## src/sirp_pkg.sv

```systemverilog
package sirp_pkg;
   localparam logic [15:0] REG_DEST_TAG = 16'h1847;
   localparam logic [15:0] REG_BC_THROT = 16'h1848;
   localparam logic [15:0] REG_ADMIT = 16'h1849;
   localparam logic [15:0] REG_MODE = 16'h184a;
   localparam logic [15:0] REG_CMD = 16'h184b;
   localparam logic [15:0] REG_CMD_STATE = 16'h184c;
   localparam logic [15:0] REG_WDATA = 16'h184d;
   localparam logic [15:0] REG_RDATA = 16'h184e;
   localparam int NPORT = 3;
   localparam int NCIR = 24;
   localparam int LVL_W = 8;
   localparam int THR_FLD = 9;
   localparam int CNT_W = 14;
   localparam int TICK_W = 16;
   localparam logic [1:0] DEST_TAG_ON = 2'b11;
   localparam logic [7:0] THR_LVL_RST = 8'h02;
   localparam logic [15:0] CIR_RST = 16'h0014;
   localparam logic [15:0] BURST_RST = 16'h0600;
   localparam int CMD_DIR_BIT = 7;
   localparam logic [1:0] TYP_CIR = 2'b01;
   localparam logic [1:0] TYP_CBS = 2'b10;
   localparam logic [1:0] TYP_EBS = 2'b11;
   localparam logic [1:0] MODE_PORT_PRI = 2'b00;
   localparam logic [1:0] MODE_PORT = 2'b01;
   localparam logic [1:0] MODE_PRI = 2'b10;
   localparam int CLK_PERIOD_NS = 40;
   localparam int THR_INTERVAL_NS = 1720000;
   localparam int THR_INTERVAL_CYC = THR_INTERVAL_NS / CLK_PERIOD_NS;

   typedef struct packed {
      logic wr;
      logic rd;
      logic [15:0] addr;
      logic [31:0] wdata;
   } sirp_req_t;

   typedef struct packed {
      logic [1:0] port;
      logic [2:0] prio;
   } sirp_key_t;
endpackage

```

## src/sirp_regs.sv

```systemverilog
`timescale 1ns/10ps
// How it works
// RULE1 - port type 11b selects destination by tag
// RULE2 - per-port throttle enables at 26,17,8
// RULE3 - admit level times 64 bytes per interval
// RULE4 - levels reset 02h, enables reset cleared
// RULE5 - outsider bit admits non-member packets
// RULE6 - one admit bit per port, reset zero
// RULE7 - mode bits 2:1 choose metering basis
// RULE8 - enable bit 0 turns metering on
// RULE9 - writing command starts table access
// RULE10 - software reads data after pending clears
// RULE11 - software loads write data before command
// RULE12 - command bit 7: 1 read, 0 write
// RULE13 - type 01 rate, 10 committed, 11 excess
// RULE14 - address 4:0 picks one of 24 entries
// RULE15 - port-priority mode: eight entries per port
// RULE16 - port-only mode: entries 0,1,2 per port
// RULE17 - priority-only mode: entry n is priority n
// RULE18 - software keeps entry address in range
// RULE19 - pending set while command runs, self-clears
// RULE20 - rate entries reset to 0014h
// RULE21 - table entries are 16 bits wide
// RULE22 - reserved bits read zero, ignore writes
module sirp_regs
   import sirp_pkg::*;
#(
   parameter int INTERVAL_CYC = THR_INTERVAL_CYC
) (
   input wire logic clk,
   input wire logic rst_n,
   input sirp_req_t reg_req,
   output logic [31:0] reg_rdata,
   output logic [NPORT-1:0] dest_by_tag,
   output logic [NPORT-1:0] outsider_admit,
   input wire logic [NPORT-1:0] bcast_byte,
   output logic [NPORT-1:0] bcast_drop,
   output logic meter_en,
   output logic [1:0] meter_mode,
   input sirp_key_t meter_key,
   output logic [15:0] meter_rate,
   output logic [15:0] meter_cbs,
   output logic [15:0] meter_ebs,
   output logic cmd_pending
);
   typedef struct packed {
      logic [5:0] ptype;
      logic [26:0] thr;
      logic [2:0] admit;
      logic [2:0] mcfg;
      logic [7:0] cmd;
      logic pend;
      logic [15:0] wdat;
      logic [15:0] rdat;
      logic [NCIR-1:0][15:0] committed_rate_entry;
      logic [15:0] cbs;
      logic [15:0] ebs;
      logic [NPORT-1:0][CNT_W-1:0] bcnt;
      logic [TICK_W-1:0] tick;
      logic [15:0] rate;
      logic [31:0] rd_q;
   } sirp_state_t;

   // constant reset image: the async branch loads no logic
   localparam sirp_state_t ST_RST = '{
      thr: {1'b0, THR_LVL_RST, 1'b0, THR_LVL_RST,
         1'b0, THR_LVL_RST}, // [RULE4]
      committed_rate_entry: {NCIR{CIR_RST}}, // [RULE20]
      cbs: BURST_RST,
      ebs: BURST_RST,
      default: '0
   };

   sirp_state_t st;
   sirp_state_t next_st;
   logic tick_hit;
   logic [NPORT-1:0] thr_en;
   logic [NPORT-1:0][CNT_W-1:0] thr_cap;
   logic [4:0] lk_idx;
   logic [4:0] cmd_idx;

   assign tick_hit = (st.tick == TICK_W'(INTERVAL_CYC - 1));

   genvar g;
   generate
      for (g = 0; g < NPORT; g++) begin : g_port
         assign dest_by_tag[g] =
            (st.ptype[2*g +: 2] == DEST_TAG_ON); // [RULE1]
         assign thr_en[g] = st.thr[THR_FLD*g + LVL_W]; // [RULE2]
         assign thr_cap[g] =
            {st.thr[THR_FLD*g +: LVL_W], 6'h00}; // [RULE3]
         // limit reached: further broadcast bytes are refused
         assign bcast_drop[g] =
            thr_en[g] && (st.bcnt[g] >= thr_cap[g]); // [RULE3]
         assign outsider_admit[g] = st.admit[g]; // [RULE5] [RULE6]
      end
   endgenerate

   // reserved mode 11 falls back to entry 0
   always_comb begin
      case (st.mcfg[2:1]) // [RULE7]
         MODE_PORT_PRI: lk_idx = {meter_key.port,
            meter_key.prio}; // [RULE15]
         MODE_PORT: lk_idx = {3'h0, meter_key.port}; // [RULE16]
         MODE_PRI: lk_idx = {2'h0, meter_key.prio}; // [RULE17]
         default: lk_idx = 5'h00;
      endcase
   end

   assign cmd_idx = st.cmd[4:0];

   always_comb begin
      next_st = st;
      // interval counter only matters for throttling
      next_st.tick = tick_hit ? '0 : st.tick + 1'b1;
      for (int p = 0; p < NPORT; p++) begin
         if (tick_hit) begin
            next_st.bcnt[p] = '0; // [RULE3]
         end else if (thr_en[p] && bcast_byte[p] &&
               !bcast_drop[p]) begin
            next_st.bcnt[p] = st.bcnt[p] + 1'b1; // [RULE3]
         end
      end
      // rate index beyond 23 reads entry 0, outside valid use
      next_st.rate = (lk_idx < 5'(NCIR)) ? st.committed_rate_entry[lk_idx] :
         st.committed_rate_entry[0];
      if (st.pend) begin
         next_st.pend = 1'b0; // [RULE19]
         if (st.cmd[CMD_DIR_BIT]) begin // [RULE12]
            case (st.cmd[6:5]) // [RULE13]
               TYP_CIR: if (cmd_idx < 5'(NCIR)) begin
                  next_st.rdat = st.committed_rate_entry[cmd_idx]; // [RULE14]
               end
               TYP_CBS: next_st.rdat = st.cbs;
               TYP_EBS: next_st.rdat = st.ebs;
               default: next_st.rdat = st.rdat;
            endcase
         end else begin
            case (st.cmd[6:5]) // [RULE13]
               TYP_CIR: if (cmd_idx < 5'(NCIR)) begin
                  next_st.committed_rate_entry[cmd_idx] = st.wdat; // [RULE14] [RULE21]
               end
               TYP_CBS: next_st.cbs = st.wdat; // [RULE21]
               TYP_EBS: next_st.ebs = st.wdat;
               default: next_st.cbs = st.cbs;
            endcase
         end
      end
      if (reg_req.wr) begin
         case (reg_req.addr) // [RULE22]
            REG_DEST_TAG: next_st.ptype = reg_req.wdata[5:0];
            REG_BC_THROT: next_st.thr = reg_req.wdata[26:0];
            REG_ADMIT: next_st.admit = reg_req.wdata[2:0];
            REG_MODE: next_st.mcfg = reg_req.wdata[2:0];
            REG_CMD: begin
               next_st.cmd = reg_req.wdata[7:0];
               // a new command wins over the self-clear
               next_st.pend = 1'b1; // [RULE9] [RULE19]
            end
            REG_WDATA: next_st.wdat = reg_req.wdata[15:0];
            default: next_st.ptype = next_st.ptype;
         endcase
      end
      if (reg_req.rd) begin
         case (reg_req.addr) // [RULE22]
            REG_DEST_TAG: next_st.rd_q = {26'h0, st.ptype};
            REG_BC_THROT: next_st.rd_q = {5'h00, st.thr};
            REG_ADMIT: next_st.rd_q = {29'h0, st.admit};
            REG_MODE: next_st.rd_q = {29'h0, st.mcfg};
            REG_CMD: next_st.rd_q = {24'h0, st.cmd};
            REG_CMD_STATE: next_st.rd_q = {31'h0, st.pend};
            REG_WDATA: next_st.rd_q = {16'h0, st.wdat};
            REG_RDATA: next_st.rd_q = {16'h0, st.rdat}; // [RULE21]
            default: next_st.rd_q = 32'h0;
         endcase
      end
   end

   always_ff @(posedge clk or negedge rst_n) begin
      if (!rst_n) begin
         st <= ST_RST;
      end else begin
         st <= next_st;
      end
   end

   assign reg_rdata = st.rd_q;
   assign meter_en = st.mcfg[0]; // [RULE8]
   assign meter_mode = st.mcfg[2:1]; // [RULE7]
   assign meter_rate = st.rate;
   assign meter_cbs = st.cbs;
   assign meter_ebs = st.ebs;
   assign cmd_pending = st.pend; // [RULE19]

   logic cmd_wr;
   assign cmd_wr = reg_req.wr && (reg_req.addr == REG_CMD);
endmodule

```

## config.mk

```make
export PLATFORM = sky130hd
export DESIGN_NAME = sirp_regs
export DESIGN_NICKNAME = d
export VERILOG_FILES = /design/src/sirp_pkg.sv /design/src/sirp_regs.sv
export SDC_FILE = /design/constraint.sdc
export NUM_CORES = 1
export LEC_CHECK = 0
export BUFFER_PORTS_ARGS = -buffer_cell sky130_fd_sc_hd__buf_2
export CORE_MARGIN = 4
export CORE_UTILIZATION = 45
export CTS_CLUSTER_SIZE = 28
export DETAILED_ROUTE_END_ITERATION = 7
export GPL_TIMING_DRIVEN = 0
export PLACE_DENSITY_LB_ADDON = 0.12
export SYNTH_ARGS = -nofsm -noshare
export SYNTH_HDL_FRONTEND = slang
export SYNTH_SLANG_ARGS = --single-unit
```

## constraint.sdc

```tcl
create_clock -name clk -period 4.9 [get_ports clk]
set_clock_uncertainty 0.1 [all_clocks]
set_input_delay 0.245 -clock clk [delete_from_list [all_inputs] [get_ports clk]]
set_output_delay 0.245 -clock clk [all_outputs]
set_load 0.01 [all_outputs]
```

==> qor.txt, run 1 <==
Fin Setup TNS - 0 ns
initial DRC count - 1802
largest net degree at the start of global routing - 118
WL final - 97.91 mm
CTS tree - yes
CTS Sinks - 597
Final WS setup - 0.7903 ns
Final Hold Fails - 0
highest clock rate - 243.3 MHz
FP Rows - 97
critical path launch point type - register
antenna violations before repair - 1
total power - 10610 uW
Worst Max-Slew Pin Slew - 1.237 ns
Syn. warnings - 0
Max FO, Critical Path - 10
Post-CTS Resized - 0
run status - finished clean
max_slew headroom - 0.1734
Die Y - 273.4 um
worst path cell trace - clkbuf_1, clkbuf_1, clkbuf_1, mux4_2, mux2i_1, o22ai_1, nor3_1, nor2_1
arrival time at the worst endpoint - 4.49 ns
most frequent cell on the critical path - clkbuf_1
CTS Hold Bufs - 29
GPL Wtd Cong - 0.9699
Total GRT Usage - 0.2627
pre-CTS setup slack - 0.8649 ns
Post-Place Cell Area - 33720 um^2
Root Buffer Master - clkbuf_16
post-synthesis sequential area ratio - 0.4737
Synth Cell Area - 31690 um^2
Setup Viol. Count Final - 0
max cap viols - 0
Starting Density - 0.4533
async set-reset flop share out of synthesis - 1.000
clock period minus worst slack - 4.110 ns
Overflow after GRT - 0
hpwl dp - 74.54 mm
Die X - 273.4 um
Final Core Density - 0.5200
port bufs - 139
post-route ant nets - 0
post-CTS setup buffer count - 0
vias per std cell - 5.879
Core Area - 69910 um^2
TritonCTS Buffers - 70
CP Capture Type - register
highest-delay cell along the critical path - clkbuf_1
CTS max path bufs - 3
total number of H-tree levels - 3
Seq cells post-synth - 597
vias post-DR - 22060
Synth Flop Type - dfrtp_1
nets - 2845
worst hold path class - in2reg
pwr dens - 291.9 nW/um^2
Syn Inst Count - 2505
crit-path max cell delay - 0.96 ns
drt pass-1 iters - 6
DRC errors left - 0
Routed WL per cell - 26.09 um
Area Overhead vs Synth - 14.73%
Worst-Skew Late Latency - 0.61 ns
vias in the first global route - 23250
full die area - 74720 um^2
share of cells above drive strength 1 - 0.3988
critical path class - reg2reg
Final Cycle Share - 0.8387
Max IR drop VDD - 0.2498 mV
final instance area - 36350 um^2
Avg Inst Size Synth - 12.65 um^2
RSZ-0062 raised after global routing - no
data required time of the critical path - 5.28 ns
Leak - 0.01623 uW
Clock transition at path regs - 0.06 ns
first-pass GRT wire length - 147.9 mm
Slew Limit Fails - 0
count of different cell masters after synthesis - 70
num ports - 153
Post-synth EDFFs - 0
==> worst paths after layout <==
check | end | slack [ns] | cells after the start | from
max in group asynchronous | st[401] | 2.54 | 5 | rst_n
hold reg to reg | st[48] | 0.36 | 1 | st[48]
min in group asynchronous | outsider_admit[0] | 0.17 | 2 | rst_n
setup / recovery | st[529] | 0.79 | 8 | cmd_idx[1]
hold / removal | cmd_pending | 0.03 | 2 | reg_req[49]
setup reg to reg | st[529] | 0.79 | 8 | cmd_idx[1]
==> power breakdown <==
part | total (uW) | switching (uW) | internal, uW
registers | 4940 | 2.33 | 4940
clock network | 5280 | 2120 | 3160
logic | 393 | 276 | 117
total | 10600 | 2400 | 8210
==> synth_stat cells, types with 14 or more instances <==
cell	count	area share
buf_4	104	0.025
buf_2	42	0.0066
clkbuf_1	99	0.012
dfrtp_1	542	0.43
nor2_1	104	0.012
nand4_1	17	0.0034
a21oi_1	82	0.013
buf_1	31	0.0037
mux4_2	154	0.11
nor3_1	19	0.0030
o31ai_1	14	0.0033
mux2i_1	87	0.027
o21ai_0	41	0.0065
o211ai_1	17	0.0040
nand3_1	94	0.015
nand2_1	125	0.015
a22o_1	30	0.0083
and3_1	14	0.0028
a32oi_1	16	0.0044
inv_1	62	0.0073
a41oi_1	16	0.0044
dfstp_2	55	0.046
o22ai_1	26	0.0051
nand2b_1	14	0.0028
or4_1	16	0.0038
mux2_2	485	0.17
ha_1	31	0.012
==> metal layers <==
layer | up-vias | wire (um) | global-route usage
met1 | 11530 | 41250 | 0.3454
met2 | 648 | 48420 | 0.4484
met4 | 0 | 2969 | 0.08564
met3 | 141 | 5273 | 0.04067
li1 | 9737 | - | -
met5 | - | 0 | 0
==> cell usage in the layout, fill, tap and decap left out, types with 87 or more instances in the layout <==
cell type	netlist	routed
buf_2	42	180
mux2_2	485	485
nand3_1	94	94
dfrtp_1	542	542
buf_4	104	104
mux2i_1	87	87
mux4_2	154	154
clkbuf_1	99	115
nand2_1	125	125
nor2_1	104	104
==> sequential cells by signal, indices dropped and copies added (netlist names), 2 cells and up <==
signal,count
cmd_idx,5
meter_cbs,16
meter_ebs,16
meter_mode,2
meter_rate,16
outsider_admit,3
reg_rdata,27
st,510
==> cells by family (layout without fill, tap and decap cells) <==
logic type,after synthesis,count (layout),share of synthesized area
compound gates,304,304,0.06575
xor+xnor,25,25,0.006910
fa+ha+maj,31,31,0.01224
buf+inv,341,643,0.05485
flops,597,597,0.4737
mux,726,726,0.3093
other cells,1,6,0.0001184
simple gates,480,480,0.07716
==> stage by stage <==
step,cells,hold WS [ns]
after floorplan,2509,-0.1506
after global placement,3588,0.3489
after detailed placement,3593,0.2269
after CTS,3751,0.002761
after global routing,3751,0.01243
final,3752,0.02835
==> worst max-delay path, delay by kind of cell, from the launching register on <==
family                 cells  cell delay (ns)
buffers and inverters      3             2.12
muxes                      2             0.90
and+or+nand+nor            2             0.37
DFF                        1             0.34
AOI/OAI and AO/OA          1             0.14
==> layout make-up <==
| type | count | area, um^2 |
|---|---|---|
| Fill cell | 6091 | 33550 |
| Sequential cell | 597 | 15010 |
| Clock inverter | 23 | 215.2 |
| Tap cell | 940 | 1176 |
| Clock buffer | 106 | 2121 |
| Antenna cell | 1 | 2.502 |
| Buffer | 278 | 1501 |
| Multi-Input combinational cell | 1571 | 14960 |
| Timing Repair Buffer | 173 | 1134 |
| Inverter | 63 | 236.5 |
Note: power is estimated with default switching activity, not from simulation.
==> run 2: changes to the inputs <==
clock period = 4.01 ns   (was 4.9 ns; I/O delays follow)
==> run 2 against run 1 <==
  * Critical path depth is 1 higher
  * Die area did not move
  * Flip-flop and latch count is the same
  * Cell count barely moved
  * First-iteration DRC count up 1.1%
  * Register-to-register slack got worse by 0.77 ns
  * Fmax is 3.1% higher
  * Largest power group unchanged
  * Highest routed layer unchanged
==> qor.txt, run 2 (synthesis gave the netlist of run 1 again) <==
worst reg2reg path endpoint - st[532]
max_slew headroom - 0.1692 (-0.004216)
TritonCTS Buffers - 70 (unchanged)
Leak - 0.01624 uW (about the same)
R2R Setup Slk - 0.02 ns (-0.77 ns)
DRC errors left - 0 (unchanged)
Clock transition at path regs - 0.06 ns (about the same)
total number of H-tree levels - 3 (unchanged)
post-route ant nets - 0 (unchanged)
data required time of the critical path - 4.38 ns (-0.90 ns)
final instance area - 36360 um^2 (about the same)
worst hold path class - in2reg
pwr dens - 356.6 nW/um^2 (+22%)
Post-Place Cell Area - 33720 um^2 (unchanged)
Starting Density - 0.4533 (unchanged)
Area Overhead vs Synth - 14.77% (about the same)
antenna violations before repair - 1 (unchanged)
Worst-Skew Late Latency - 0.61 ns (about the same)
port bufs - 139 (unchanged)
Root Buffer Master - clkbuf_16
Final Core Density - 0.5202 (about the same)
Largest register FFs - 510 (unchanged)
CP Launch Point - cmd_idx[1]
run status - finished clean
post-CTS setup buffer count - 0 (unchanged)
largest net degree at the start of global routing - 118 (unchanged)
Max IR drop VDD - 0.3046 mV (+22%)
CP Capture Type - register
CTS max path bufs - 3 (unchanged)
RR Startpoint - cmd_idx[1]
highest-delay cell along the critical path - clkbuf_1
most frequent cells in the layout - dfrtp_1 (542), mux2_2 (485), buf_2 (180)
hpwl dp - 74.54 mm (unchanged)
FP Rows - 97 (unchanged)
arrival time at the worst endpoint - 4.36 ns (-0.13 ns)
vias post-DR - 22030 (-0.15%)
clock period minus worst slack - 3.987 ns (-0.1230 ns)
R2R depth - 9 (+1)
vias per std cell - 5.869 (-0.18%)
Slew Limit Fails - 0 (unchanged)
CTS Sinks - 597 (unchanged)
total power - 12970 uW (+22%)
Fin Setup TNS - 0 ns (unchanged)
max cap viols - 0 (unchanged)
worst path cell trace - clkbuf_1, buf_2, buf_2, clkbuf_1, mux4_2, mux2i_1, nor2_1, nor3_1, nor2_1
num ports - 153 (unchanged)
critical path capture point - st[532]
initial DRC count - 1822 (+1.1%)
nets - 2846 (+0.035%)
RSZ-0062 raised after global routing - no
Routed WL per cell - 26.08 um (about the same)
CTS tree - yes
WL final - 97.89 mm (about the same)
Overflow after GRT - 0 (unchanged)
critical path launch point type - register
vias in the first global route - 23270 (+0.056%)
crit-path max cell delay - 0.88 ns (-0.08 ns)
Core Area - 69910 um^2 (unchanged)
share of cells above drive strength 1 - 0.3990 (about the same)
Max FO, Critical Path - 10 (unchanged)
Die Y - 273.4 um (unchanged)
highest clock rate - 250.8 MHz (+3.1%)
Final Hold Fails - 0 (unchanged)
most common cell after layout, fill and taps aside - dfrtp_1
critical path class - reg2reg
Worst Max-Slew Pin Slew - 1.246 ns (+0.009001 ns)
Largest Register - st
Setup Viol. Count Final - 0 (unchanged)
Die X - 273.4 um (unchanged)
Total GRT Usage - 0.2627 (about the same)
Final Cycle Share - 0.9942 (+0.1555)
fillcell total - 6092 (+0.016%)
first-pass GRT wire length - 147.9 mm (about the same)
GPL Wtd Cong - 0.9699 (unchanged)
full die area - 74720 um^2 (unchanged)
drt pass-1 iters - 5 (-1)
-- run 2: worst min-delay path by stage --
stage,start,endpoint,cells past startpoint
after detailed placement,rst_n,outsider_admit[0],1
after floorplan,rst_n,cmd_idx[0],0
final,bcast_byte[2],st[102],5
after global placement,reg_req[20],st[589],2
after CTS,bcast_byte[2],st[102],5
after global routing,bcast_byte[0],st[66],5
-- run 2: power by group --
group	internal, uW	total, uW	switching, uW
logic	143	482	339
registers	6040	6040	2.85
clock network	3860	6450	2590
-- run 2: through the flow --
step                setup WS, ns  hold slack [ns]  instances
finish                   0.02332          0.06154       3753
global route             0.03706          0.09777       3752
CTS                       0.1659          0.01679       3752
detailed placement      -0.02512           0.1824       3593
global placement          -9.710           0.3371       3588
floorplan                  1.435          -0.1951       2509
-- run 2: per-layer routing --
metal / track usage / wire [um]
met5: 0 / 0
met4: 0.08564 / 2893
met3: 0.04067 / 5213
met2: 0.4486 / 48540
met1: 0.3453 / 41240
-- run 2: layout make-up --
| class | count | area, um^2 | share of cell area |
|---|---|---|---|
| antenna | 1 | 2.502 | 0.00006881 |
| buffer | 278 | 1503 | 0.04132 |
| clock buffer | 106 | 2121 | 0.05832 |
| clock inverter | 23 | 215.2 | 0.005918 |
| inverter | 63 | 236.5 | 0.006503 |
| multi-input combinational | 1571 | 14960 | 0.4114 |
| sequential | 597 | 15010 | 0.4127 |
| tap | 940 | 1176 | 0.03234 |
| timing repair buffer | 174 | 1144 | 0.03145 |
-- run 2: what timing repair did --
| item | CTS | global route |
|---|---|---|
| setup endpoints to repair | 1 | 0 |
| hold endpoints to repair | 158 | 0 |
| hold buffers | 30 | 0 |
| gates resized for setup | 1 | 0 |
-- run 2: critical path: cells and delay by family, from the launching register on --
kind | cells | cell delay [ns]
mux | 2 | 0.68
flops | 1 | 0.35
simple gates | 3 | 0.51
buf+inv | 4 | 2.20
